==> src/rtl/sbs_defines.svh <==
`ifndef SBS_DEFINES_SVH
`define SBS_DEFINES_SVH

// Word layout: four lanes of nine bits, parity on bit 8 of each lane.
`define SBS_LANES      4
`define SBS_LANE_W     9
`define SBS_WORD_W     36
`define SBS_UPPER_W    17
`define SBS_ADDR_W     19
`define SBS_HAS_PARITY 1'b1

// Reset values and lane masks.
`define SBS_RST_ADDR   19'h00000
`define SBS_RST_WORD   36'h000000000
`define SBS_RST_COUNT  2'h0
`define SBS_NO_LANES   4'h0
`define SBS_ALL_LANES  4'hF

`endif

==> src/rtl/sbs_pkg.sv <==
`include "sbs_defines.svh"

package sbs_pkg;

	typedef enum logic [1:0] {
		SBS_IDLE  = 2'b00,
		SBS_BURST = 2'b01,
		SBS_PDOWN = 2'b11
	} sbs_state_e;

	typedef logic [`SBS_WORD_W-1:0]  sbs_word_t;
	typedef logic [`SBS_ADDR_W-1:0]  sbs_addr_t;
	typedef logic [`SBS_UPPER_W-1:0] sbs_upper_t;
	typedef logic [`SBS_LANES-1:0]   sbs_lanes_t;

endpackage
==> src/rtl/sbs_control.sv <==
`timescale 1ns/1ps
`include "sbs_defines.svh"

// Behaviour
// - Address, data, selects, lane enables and burst controls are taken each rising edge.
// - Each lane enable gates one data byte plus its parity bit.
// - Parity bits exist only in the 18- and 36-bit builds.
// - Lane writes happen only while the lane-write permit is sampled low.
// - Full-word write low writes every lane regardless of other write inputs.
// - Primary select enables the device and qualifies the processor strobe.
// - Selected only with primary low, secondary low and high select high.
// - Selects are sampled only when a new external address loads.
// - Snooze puts the device in standby while keeping array contents.
// - While snoozing every other input is ignored.
// - Snooze reads inactive when left open, thanks to a pull-down.
// - Data drivers are on only while output enable is low, asynchronously.
// - Advance low steps the burst counter after the address loads.
// - Advance high holds the burst address, giving a wait state.
// - Processor strobe aborts bursts, loads address, reads; ignored when primary high.
// - Processor strobe with high select low or secondary high powers down.
// - Controller strobe loads address and reads or writes, or powers down.
// - Order pin low gives linear, high gives interleaved burst order.
module sbs_control (
	// Clock and reset.
	input  wire logic              core_clk,
	input  wire logic              rstn,
	// Address.
	input  wire logic              addrBit0,
	input  wire logic              addrBit1,
	input  wire sbs_pkg::sbs_upper_t upperAddress,
	// Write control.
	input  wire logic              laneAWriteN,
	input  wire logic              laneBWriteN,
	input  wire logic              laneCWriteN,
	input  wire logic              laneDWriteN,
	input  wire logic              laneWritePermitN,
	input  wire logic              fullWordWriteN,
	// Selects.
	input  wire logic              primarySelectN,
	input  wire logic              secondarySelectN,
	input  wire logic              highSelect,
	// Burst control.
	input  wire logic              procAddrStrobeN,
	input  wire logic              ctrlAddrStrobeN,
	input  wire logic              burstAdvanceN,
	input  wire logic              linearOrderSelN,
	// Asynchronous controls.
	input  wire logic              snoozeRequest,
	input  wire logic              outputEnableN,
	// Data pins.
	input  wire sbs_pkg::sbs_word_t dataIn,
	output      sbs_pkg::sbs_word_t dataOut,
	output logic                   dataOe,
	// Array port.
	output      sbs_pkg::sbs_addr_t   arrayAddr,
	output      sbs_pkg::sbs_lanes_t  arrayLaneWrite,
	output logic                      arrayRead,
	output      sbs_pkg::sbs_word_t   arrayWdata,
	input  wire sbs_pkg::sbs_word_t   arrayRdata,
	// Status.
	output logic                   powerDown,
	output logic                   snoozing
);
	import sbs_pkg::*;

	sbs_state_e state;
	sbs_state_e next_state;
	sbs_addr_t  base;
	sbs_addr_t  next_base;
	logic [1:0] count;
	logic [1:0] next_count;
	sbs_addr_t  next_arrayAddr;
	sbs_lanes_t next_arrayLaneWrite;
	logic       next_arrayRead;
	sbs_word_t  next_arrayWdata;
	logic       readValid;
	logic       next_readValid;
	sbs_word_t  next_dataOut;
	logic       dataDrive;
	logic       next_dataDrive;
	logic       next_powerDown;
	logic       next_snoozing;

	logic       procTake;
	logic       ctrlTake;
	logic       selected;
	sbs_lanes_t laneReq;
	sbs_word_t  parityMask;

	// Low two address bits for a given burst step.
	function automatic logic [1:0] burstLow(input logic [1:0] start,
		input logic [1:0] step, input logic linear);
		burstLow = linear ? 2'(start + step) : (start ^ step);
	endfunction

	// Lanes written this cycle.
	function automatic sbs_lanes_t laneWrites(input logic fullN, input logic permitN,
		input sbs_lanes_t laneN);
		if (!fullN) begin
			laneWrites = `SBS_ALL_LANES;
		end else if (!permitN) begin
			laneWrites = ~laneN;
		end else begin
			laneWrites = `SBS_NO_LANES;
		end
	endfunction

	// Bits forced to zero in a build without parity.
	always_comb begin
		parityMask = '1;
		for (int k = 0; k < `SBS_LANES; k++) begin
			if (!`SBS_HAS_PARITY) begin
				parityMask[k*`SBS_LANE_W+8] = 1'b0;
			end
		end
	end

	assign procTake = !procAddrStrobeN && !primarySelectN;
	assign ctrlTake = !ctrlAddrStrobeN && !procTake;
	assign selected = !primarySelectN && !secondarySelectN && highSelect;
	assign laneReq  = laneWrites(fullWordWriteN, laneWritePermitN,
		{laneDWriteN, laneCWriteN, laneBWriteN, laneAWriteN});

	// Address and command stage. The snooze input is used unsynchronised on
	// purpose: it blocks every update at once, so no half-taken cycle occurs.
	// An open snooze pin is pulled low outside, so it reads as inactive.
	always_comb begin
		next_state          = state;
		next_base           = base;
		next_count          = count;
		next_arrayAddr      = arrayAddr;
		next_arrayLaneWrite = `SBS_NO_LANES;
		next_arrayRead      = 1'b0;
		next_arrayWdata     = dataIn & parityMask;
		next_snoozing       = snoozeRequest;
		if (snoozeRequest) begin
			next_state = SBS_IDLE;
		end else if (procTake || ctrlTake) begin
			next_base  = {upperAddress, addrBit1, addrBit0};
			next_count = `SBS_RST_COUNT;
			next_arrayAddr = {upperAddress, addrBit1, addrBit0};
			if (selected) begin
				next_state = SBS_BURST;
				if (procTake || laneReq == `SBS_NO_LANES) begin
					next_arrayRead = 1'b1;
				end else begin
					next_arrayLaneWrite = laneReq;
				end
			end else begin
				next_state = SBS_PDOWN;
			end
		end else if (state == SBS_BURST) begin
			// Selects are not looked at here.
			if (!burstAdvanceN) begin
				next_count = 2'(count + 2'h1);
			end
			next_arrayAddr = {base[`SBS_ADDR_W-1:2],
				burstLow(base[1:0], next_count, !linearOrderSelN)};
			// A write after a processor-strobe start relies on advance high.
			if (laneReq == `SBS_NO_LANES) begin
				next_arrayRead = 1'b1;
			end else begin
				next_arrayLaneWrite = laneReq;
			end
		end
		next_powerDown = (next_state == SBS_PDOWN);
	end

	always_ff @(posedge core_clk or negedge rstn) begin
		if (!rstn) begin
			state          <= SBS_IDLE;
			base           <= `SBS_RST_ADDR;
			count          <= `SBS_RST_COUNT;
			arrayAddr      <= `SBS_RST_ADDR;
			arrayLaneWrite <= `SBS_NO_LANES;
			arrayRead      <= 1'b0;
			arrayWdata     <= `SBS_RST_WORD;
			powerDown      <= 1'b0;
			snoozing       <= 1'b0;
		end else begin
			state          <= next_state;
			base           <= next_base;
			count          <= next_count;
			arrayAddr      <= next_arrayAddr;
			arrayLaneWrite <= next_arrayLaneWrite;
			arrayRead      <= next_arrayRead;
			arrayWdata     <= next_arrayWdata;
			powerDown      <= next_powerDown;
			snoozing       <= next_snoozing;
		end
	end

	// Output pipeline: the array answers one cycle after a read strobe.
	always_comb begin
		next_readValid = arrayRead;
		next_dataOut   = dataOut;
		next_dataDrive = readValid;
		if (readValid) begin
			next_dataOut = arrayRdata & parityMask;
		end
	end

	always_ff @(posedge core_clk or negedge rstn) begin
		if (!rstn) begin
			readValid <= 1'b0;
			dataOut   <= `SBS_RST_WORD;
			dataDrive <= 1'b0;
		end else begin
			readValid <= next_readValid;
			dataOut   <= next_dataOut;
			dataDrive <= next_dataDrive;
		end
	end

	// Output enable gates the drivers without waiting for a clock edge, so
	// this one output is combinational by design.
	assign dataOe = dataDrive && !outputEnableN && !snoozeRequest;

	logic quietBurst;
	assign quietBurst = !snoozeRequest && state == SBS_BURST
		&& procAddrStrobeN && ctrlAddrStrobeN;
endmodule

==> config.mk <==
export PLATFORM = sky130hd
export DESIGN_NAME = sbs_control
export DESIGN_NICKNAME = d
export VERILOG_FILES = /design/src/rtl/sbs_pkg.sv /design/src/rtl/sbs_control.sv
export VERILOG_INCLUDE_DIRS = /design/src /design/src/rtl
export SDC_FILE = /design/constraint.sdc
export NUM_CORES = 1
export LEC_CHECK = 0
export ABC_AREA = 1
export BUFFER_PORTS_ARGS = -buffer_cell sky130_fd_sc_hd__clkbuf_2
export CAP_MARGIN = 10
export CORE_MARGIN = 4
export CORE_UTILIZATION = 35
export DETAILED_ROUTE_END_ITERATION = 6
export PLACE_DENSITY_LB_ADDON = 0.25
export SYNTH_ARGS = -nofsm -noshare
export SYNTH_HDL_FRONTEND = slang
export SYNTH_SLANG_ARGS = --single-unit
==> constraint.sdc <==
create_clock -name core_clk -period 1.6 [get_ports core_clk]
set_clock_uncertainty 0.1 [all_clocks]
set_input_delay 0.32 -clock core_clk [delete_from_list [all_inputs] [get_ports core_clk]]
set_output_delay 0.32 -clock core_clk [all_outputs]
set_load 0.02 [all_outputs]
; After elaboration in Yosys (flattened, before gate mapping)
; Index checks and enable logic that the tools add are counted.
[op_classes]
add_sub_neg = 2
multipliers = 0
div_mod_pow = 0
magnitude_cmp = 0
eq_ne = 2
n_shift = 0
mux = 26
n_bitwise = 3
reduce_logical = 19
[ops]
columns = op, n
row1 = 19-bit 2-to-1 mux, 2
row2 = 4-bit 2-to-1 mux, 8
row3 = 2-bit 2-to-1 mux, 10
row4 = 1-bit zero test, 7
row5 = 1-bit logical AND, 6
row6 = 1-bit 2-to-1 mux, 6
row7 = 4-bit zero test, 1
row8 = 4-bit inverter, 1
row9 = 2-bit AND reduction, 2
row10 = "2-bit by 1-bit adder with 2-bit output, second input constant", 1
row11 = 2-bit adder, 1
row12 = "2-bit by 1-bit == test with 1-bit output, second input constant", 1
row13 = "2-bit == test, second input constant", 1
row14 = 1-bit logical OR, 2
row15 = 2-bit nonzero test, 1
row16 = 2-bit bitwise XOR, 1
row17 = 1-bit inverter, 1
[word_totals]
reg_bits = 123
latch_bits = 0
mem_bits_rw = 0
romBits = 0
inputBits = 108
out_inout_bits = 99
word_cells = 64
memories = 0

; Longest topological paths before layout
[depth]
word_depth = 11
ltp_mapped = 9
ltp_nobuf = 9

; Worst setup path before layout
; Ideal clock, no wire load.
[synth_timing]
kind = reg-to-reg
from = reg count[0]
to = reg arrayAddr[1]
setup_ps = 116
t_arrival_ps = 1147
required_time_ps = 1384
path_slack_ps = 237
stages_incl_launch_ff = 10
n_path_buf = 0
synth_period_minus_slack_ps = 1363
cell_sequence = dfrtp_1 xnor2_1 ha_1 nand2_1 nand2_1 nand2_1 nand2_1 nand3_1 nand2_1 nand2_1
[synth_via]
elab_chain_cells = 9
elab_cells_between_ends = 10
cone_classes = 2 x add/sub / 7 x mux / 1 x bitwise
[synth_lines]
columns = item, line_no
row1 = from (decl), sbs_control.sv:70  ; logic [1:0] count;
row2 = from (signal assigned), sbs_control.sv:173  ; count <= `SBS_RST_COUNT;
row3 = from (signal assigned), sbs_control.sv:183  ; count <= next_count;
row4 = 2-bit by 1-bit adder with 2-bit output, sbs_control.sv:155  ; next_count = 2'(count + 2'h1);
row5 = 2-bit 2-to-1 mux (*), sbs_control.sv:154  ; if (!burstAdvanceN) begin
row6 = 2-bit 2-to-1 mux (*), sbs_control.sv:152  ; end else if (state == SBS_BURST) begin
row7 = 2-bit 2-to-1 mux (*), sbs_control.sv:138  ; end else if (procTake || ctrlTake) begin
row8 = 2-bit 2-to-1 mux (*), sbs_control.sv:136  ; if (snoozeRequest) begin
row9 = 2-bit adder / 2-bit bitwise XOR (equally long branches), sbs_control.sv:93  ; burstLow = linear ? 2'(start + step) : (start ^ step);
row10 = 2-bit 2-to-1 mux (*), sbs_control.sv:93
row11 = 19-bit 2-to-1 mux (*), sbs_control.sv:152
row12 = 19-bit 2-to-1 mux (*), sbs_control.sv:138
row13 = to (signal assigned), sbs_control.sv:174  ; arrayAddr <= `SBS_RST_ADDR;
row14 = to (signal assigned), sbs_control.sv:184  ; arrayAddr <= next_arrayAddr;
row15 = to (decl), sbs_control.sv:55  ; output sbs_pkg::sbs_addr_t arrayAddr,
; Every way passes the cells marked *; elsewhere a longest branch is shown, timed or not. The select of a mux whose other input is x is not followed.
; A chain may end at the register's enable or synchronous reset.

; Worst setup path after layout
[layout_timing]
from = reg dataDrive
to = out dataOe
[layout_via]
elab_chain_cells = 2
[layout_lines]
columns = item, line_no
row1 = from (decl), sbs_control.sv:79  ; logic dataDrive;
row2 = from (signal assigned), sbs_control.sv:211  ; dataDrive <= next_dataDrive;
row3 = 1-bit logical AND (2 in a row), sbs_control.sv:217  ; assign dataOe = dataDrive && !outputEnableN && !snoozeRequest;
row4 = to (decl), sbs_control.sv:53  ; output logic dataOe,
; Every way passes these cells.

==> impl_results.md <==
* Max Slew Vio Count at 0
* CP arrival at 1090 ps
* Count of inserted antenna diode cells at 0
* Highest-count cells in the layout ignoring fill and taps: sky130_fd_sc_hd__clkbuf_2, sky130_fd_sc_hd__nand2_1, sky130_fd_sc_hd__dfrtp_1
* I/O pin count at 207
* Setup TNS at 0 ps
* Via count of the first global-routing pass at 3811
* Overall die height at 122.7 µm
* Power Dens Cells at 1313 mW/mm²
* Clock Pin Slew Worst Setup and Hold Paths at 50 ps
* CP required at 1180 ps
* Transition at the pin with the smallest max-transition slack at 311.2 ps
* Average size of a mapped cell at 11.00 µm²
* Post-CTS Setup Inserts at 0
* Setup slack of the critical path after layout at 88.42 ps
* Maximum fanout along the worst path at 1
* DRC violation total after the first TritonRoute iteration at 205
* Setup Viol. Count Final at 0
* Part of the total power dissipated in the clock network at 39.9%
* Leakage power summed over all cells at 0.003766 µW
* Clock network latency to the later pin of the worst-skew pair at 410 ps
* Final worst path period need at 1512 ps
* Post-DP HPWL at 8359 µm
* Highest clock frequency the design can meet at 0.6616 GHz
* Full die area at 0.01507 mm²
* Yosys Warn Count at 0
* Switching power share of the total at 28.52%
* DIE WIDTH at 122.7 µm
* Overall Global Routing Usage at 15.59%
* Commonest non-fill, non-tap cell in the layout: sky130_fd_sc_hd__clkbuf_2
* Synthesized instance count at 419
* Classification of the worst setup path: flip-flop to output port
* Element type at the critical path end: output port
* Part of the Yosys area used for sequential elements at 66.79%
* Internal power at 6429 µW
* Synthesized area at 0.004608 mm²
* Synthesis-stage register bit count at 123
* Initial cell density of the core at 36.08%
* Placeable Area at 0.01277 mm²
* Standard-cell row count at 41
* Post-synth net total at 528
* Relative slew slack at 79.25%
* Detailed-route DRC error count at 0
* Detailed Routing Iterations Pass 1 at 4
* Final period utilization at 94.47%
* Largest net degree at the start of global routing at 56
* Number of input and output port buffers inserted at 206
* Via Count at 3780
* CTS Sinks at 123
* Final instance area at 0.006850 mm²
* Root cell of the clock tree: sky130_fd_sc_hd__clkbuf_16
* Remaining number of nets flagged by the antenna check after routing at 0
* Routed via count divided by cell count at 4.390
* Maximum vdd drop at 615.4 µV
* Global-route wire length before repair at 18220 µm
* Netlist cell types at 22
* Per-cell routed wire length at 13.46 µm
* DRT Wirelength at 11590 µm
* Final number of hold-violating endpoints at 0
* CTS H-Tree Depth at 4
* Kind of start point of the critical path: flip-flop
* CTS tree: built
* Combinational Power Share at 18.6%
* Layout overhead on the synthesized area at 48.66%
* Global route overflow at 0
* Path class of the lowest-slack min-delay path: input pin to flip-flop
* Cell area after placement at 0.005884 mm²
* Max-cap viol count at 0
* Initial antenna violation count at 0
* CTS Buf Count at 17
* Flop pwr share at 41.4%
* Result of the run: finished clean
* Final GP Congestion at 0.7408
* Place WS at 30.59 ps
* Fraction of final layout cells sized beyond drive strength 1 at 42.82%
* Final nets at 785
* Clock buffer depth at 2
* Switching power of the nets at 2565 µW
==> routing by layer <==
metal | track usage, % | up-vias | wire length [µm] | share of wire, %
met2 | 26.61 | 146 | 5761 | 50
li1 | - | 1843 | - | -
met4 | 7.068 | 0 | 247 | 2.1
met5 | 0 | - | 0 | 0
met3 | 5.991 | 24 | 1183 | 10
met1 | 17.16 | 1767 | 4400 | 38
==> synthesized netlist by cell type <==
master / count / area (µm²)
sky130_fd_sc_hd__a21oi_1: 4 / 20.02
sky130_fd_sc_hd__nor2_4: 1 / 11.26
sky130_fd_sc_hd__buf_2: 10 / 50.05
sky130_fd_sc_hd__buf_6: 5 / 56.30
sky130_fd_sc_hd__dfrtp_1: 123 / 3078
sky130_fd_sc_hd__o21ai_2: 1 / 8.760
sky130_fd_sc_hd__nor3b_1: 2 / 15.01
sky130_fd_sc_hd__buf_4: 2 / 15.01
sky130_fd_sc_hd__nand2_1: 163 / 611.8
sky130_fd_sc_hd__inv_2: 2 / 7.510
sky130_fd_sc_hd__o21ai_0: 6 / 30.03
sky130_fd_sc_hd__nor3_1: 1 / 5.000
sky130_fd_sc_hd__nand3_1: 25 / 125.1
sky130_fd_sc_hd__nand2_2: 2 / 12.51
sky130_fd_sc_hd__mux2_2: 36 / 405.4
sky130_fd_sc_hd__nor2_1: 16 / 60.06
sky130_fd_sc_hd__ha_1: 1 / 12.51
sky130_fd_sc_hd__o21ai_1: 1 / 5.000
sky130_fd_sc_hd__nand3_2: 1 / 10.01
sky130_fd_sc_hd__xnor2_1: 1 / 8.760
sky130_fd_sc_hd__buf_1: 1 / 3.750
sky130_fd_sc_hd__inv_1: 15 / 56.30
==> metrics by stage <==
step / hold WS [ps] / utilization, % / total power, µW / cells
2_1_floorplan: -75.59 / - / 4687 / 419
3_3_place_gp: 110.9 / 46.07 / 5365 / 791
3_5_place_dp: 111.9 / 46.07 / 5406 / 791
4_1_cts: 25.51 / 53.53 / 9136 / 861
5_1_grt: 31.40 / 53.63 / 9479 / 861
6_report: 47.21 / 53.63 / 8994 / 861
==> final cells by class <==
type | instances | area, µm²
Fill cell | 1134 | 5923
Sequential cell | 123 | 3078
Timing Repair Buffer | 256 | 1569
Multi-Input combinational cell | 261 | 1351
Clock buffer | 19 | 452.9
Tap cell | 172 | 215.2
Clock inverter | 13 | 120.1
Inverter | 17 | 63.81
==> final timing paths <==
check | start | end | slack, ps | cells past startpoint
hold reg to reg | arrayRead | next_dataDrive | 270 | 0
setup reg to reg | count[0] | arrayAddr[1] | 110 | 9
min in group asynchronous | rstn | base[6] | 220 | 2
setup / recovery | dataDrive | dataOe | 90 | 2
hold / removal | arrayRdata[11] | dataOut[11] | 50 | 2
max in group asynchronous | rstn | dataOut[28] | 620 | 3
==> cells by family (layout without fill, tap and decap cells) <==
logic type                 after synthesis  after routing  synth area share (%)
adders and majority gates                1              1                0.2715
and+or+nand+nor                        211            211                 18.46
xor gates and xnor gates                 1              1                0.1901
AOI/OAI and AO/OA                       12             12                 1.385
buffers and inverters                   35            305                 4.100
muxes                                   36             36                 8.797
DFF                                    123            123                 66.79
==> power groups by stage <==
stage	logic, µW	registers, µW	clock network (µW)
after global routing	1850	3780	3850
after global placement	1600	3770	0
after floorplan	502	4190	0
after detailed placement	1620	3780	0
after CTS	1700	3730	3700
final	1680	3730	3590
==> critical path, cell delays in order (launching register included) <==
cell	delay, ps
sky130_fd_sc_hd__dfrtp_1	310
sky130_fd_sc_hd__nor3b_1	200
sky130_fd_sc_hd__buf_4	190
==> registers in the layout, indices dropped and copies added (netlist names), 2 cells and up <==
signal          count
count               2
arrayLaneWrite      4
arrayAddr          19
dataOut            36
state               2
base               19
arrayWdata         36
==> what timing repair did <==
item,in CTS,in global routing
endpoints found under the hold margin,52,0
setup endpoints to repair,0,2
resized for setup,0,4
hold buffers,38,0
(Power assumes the default switching activity.)
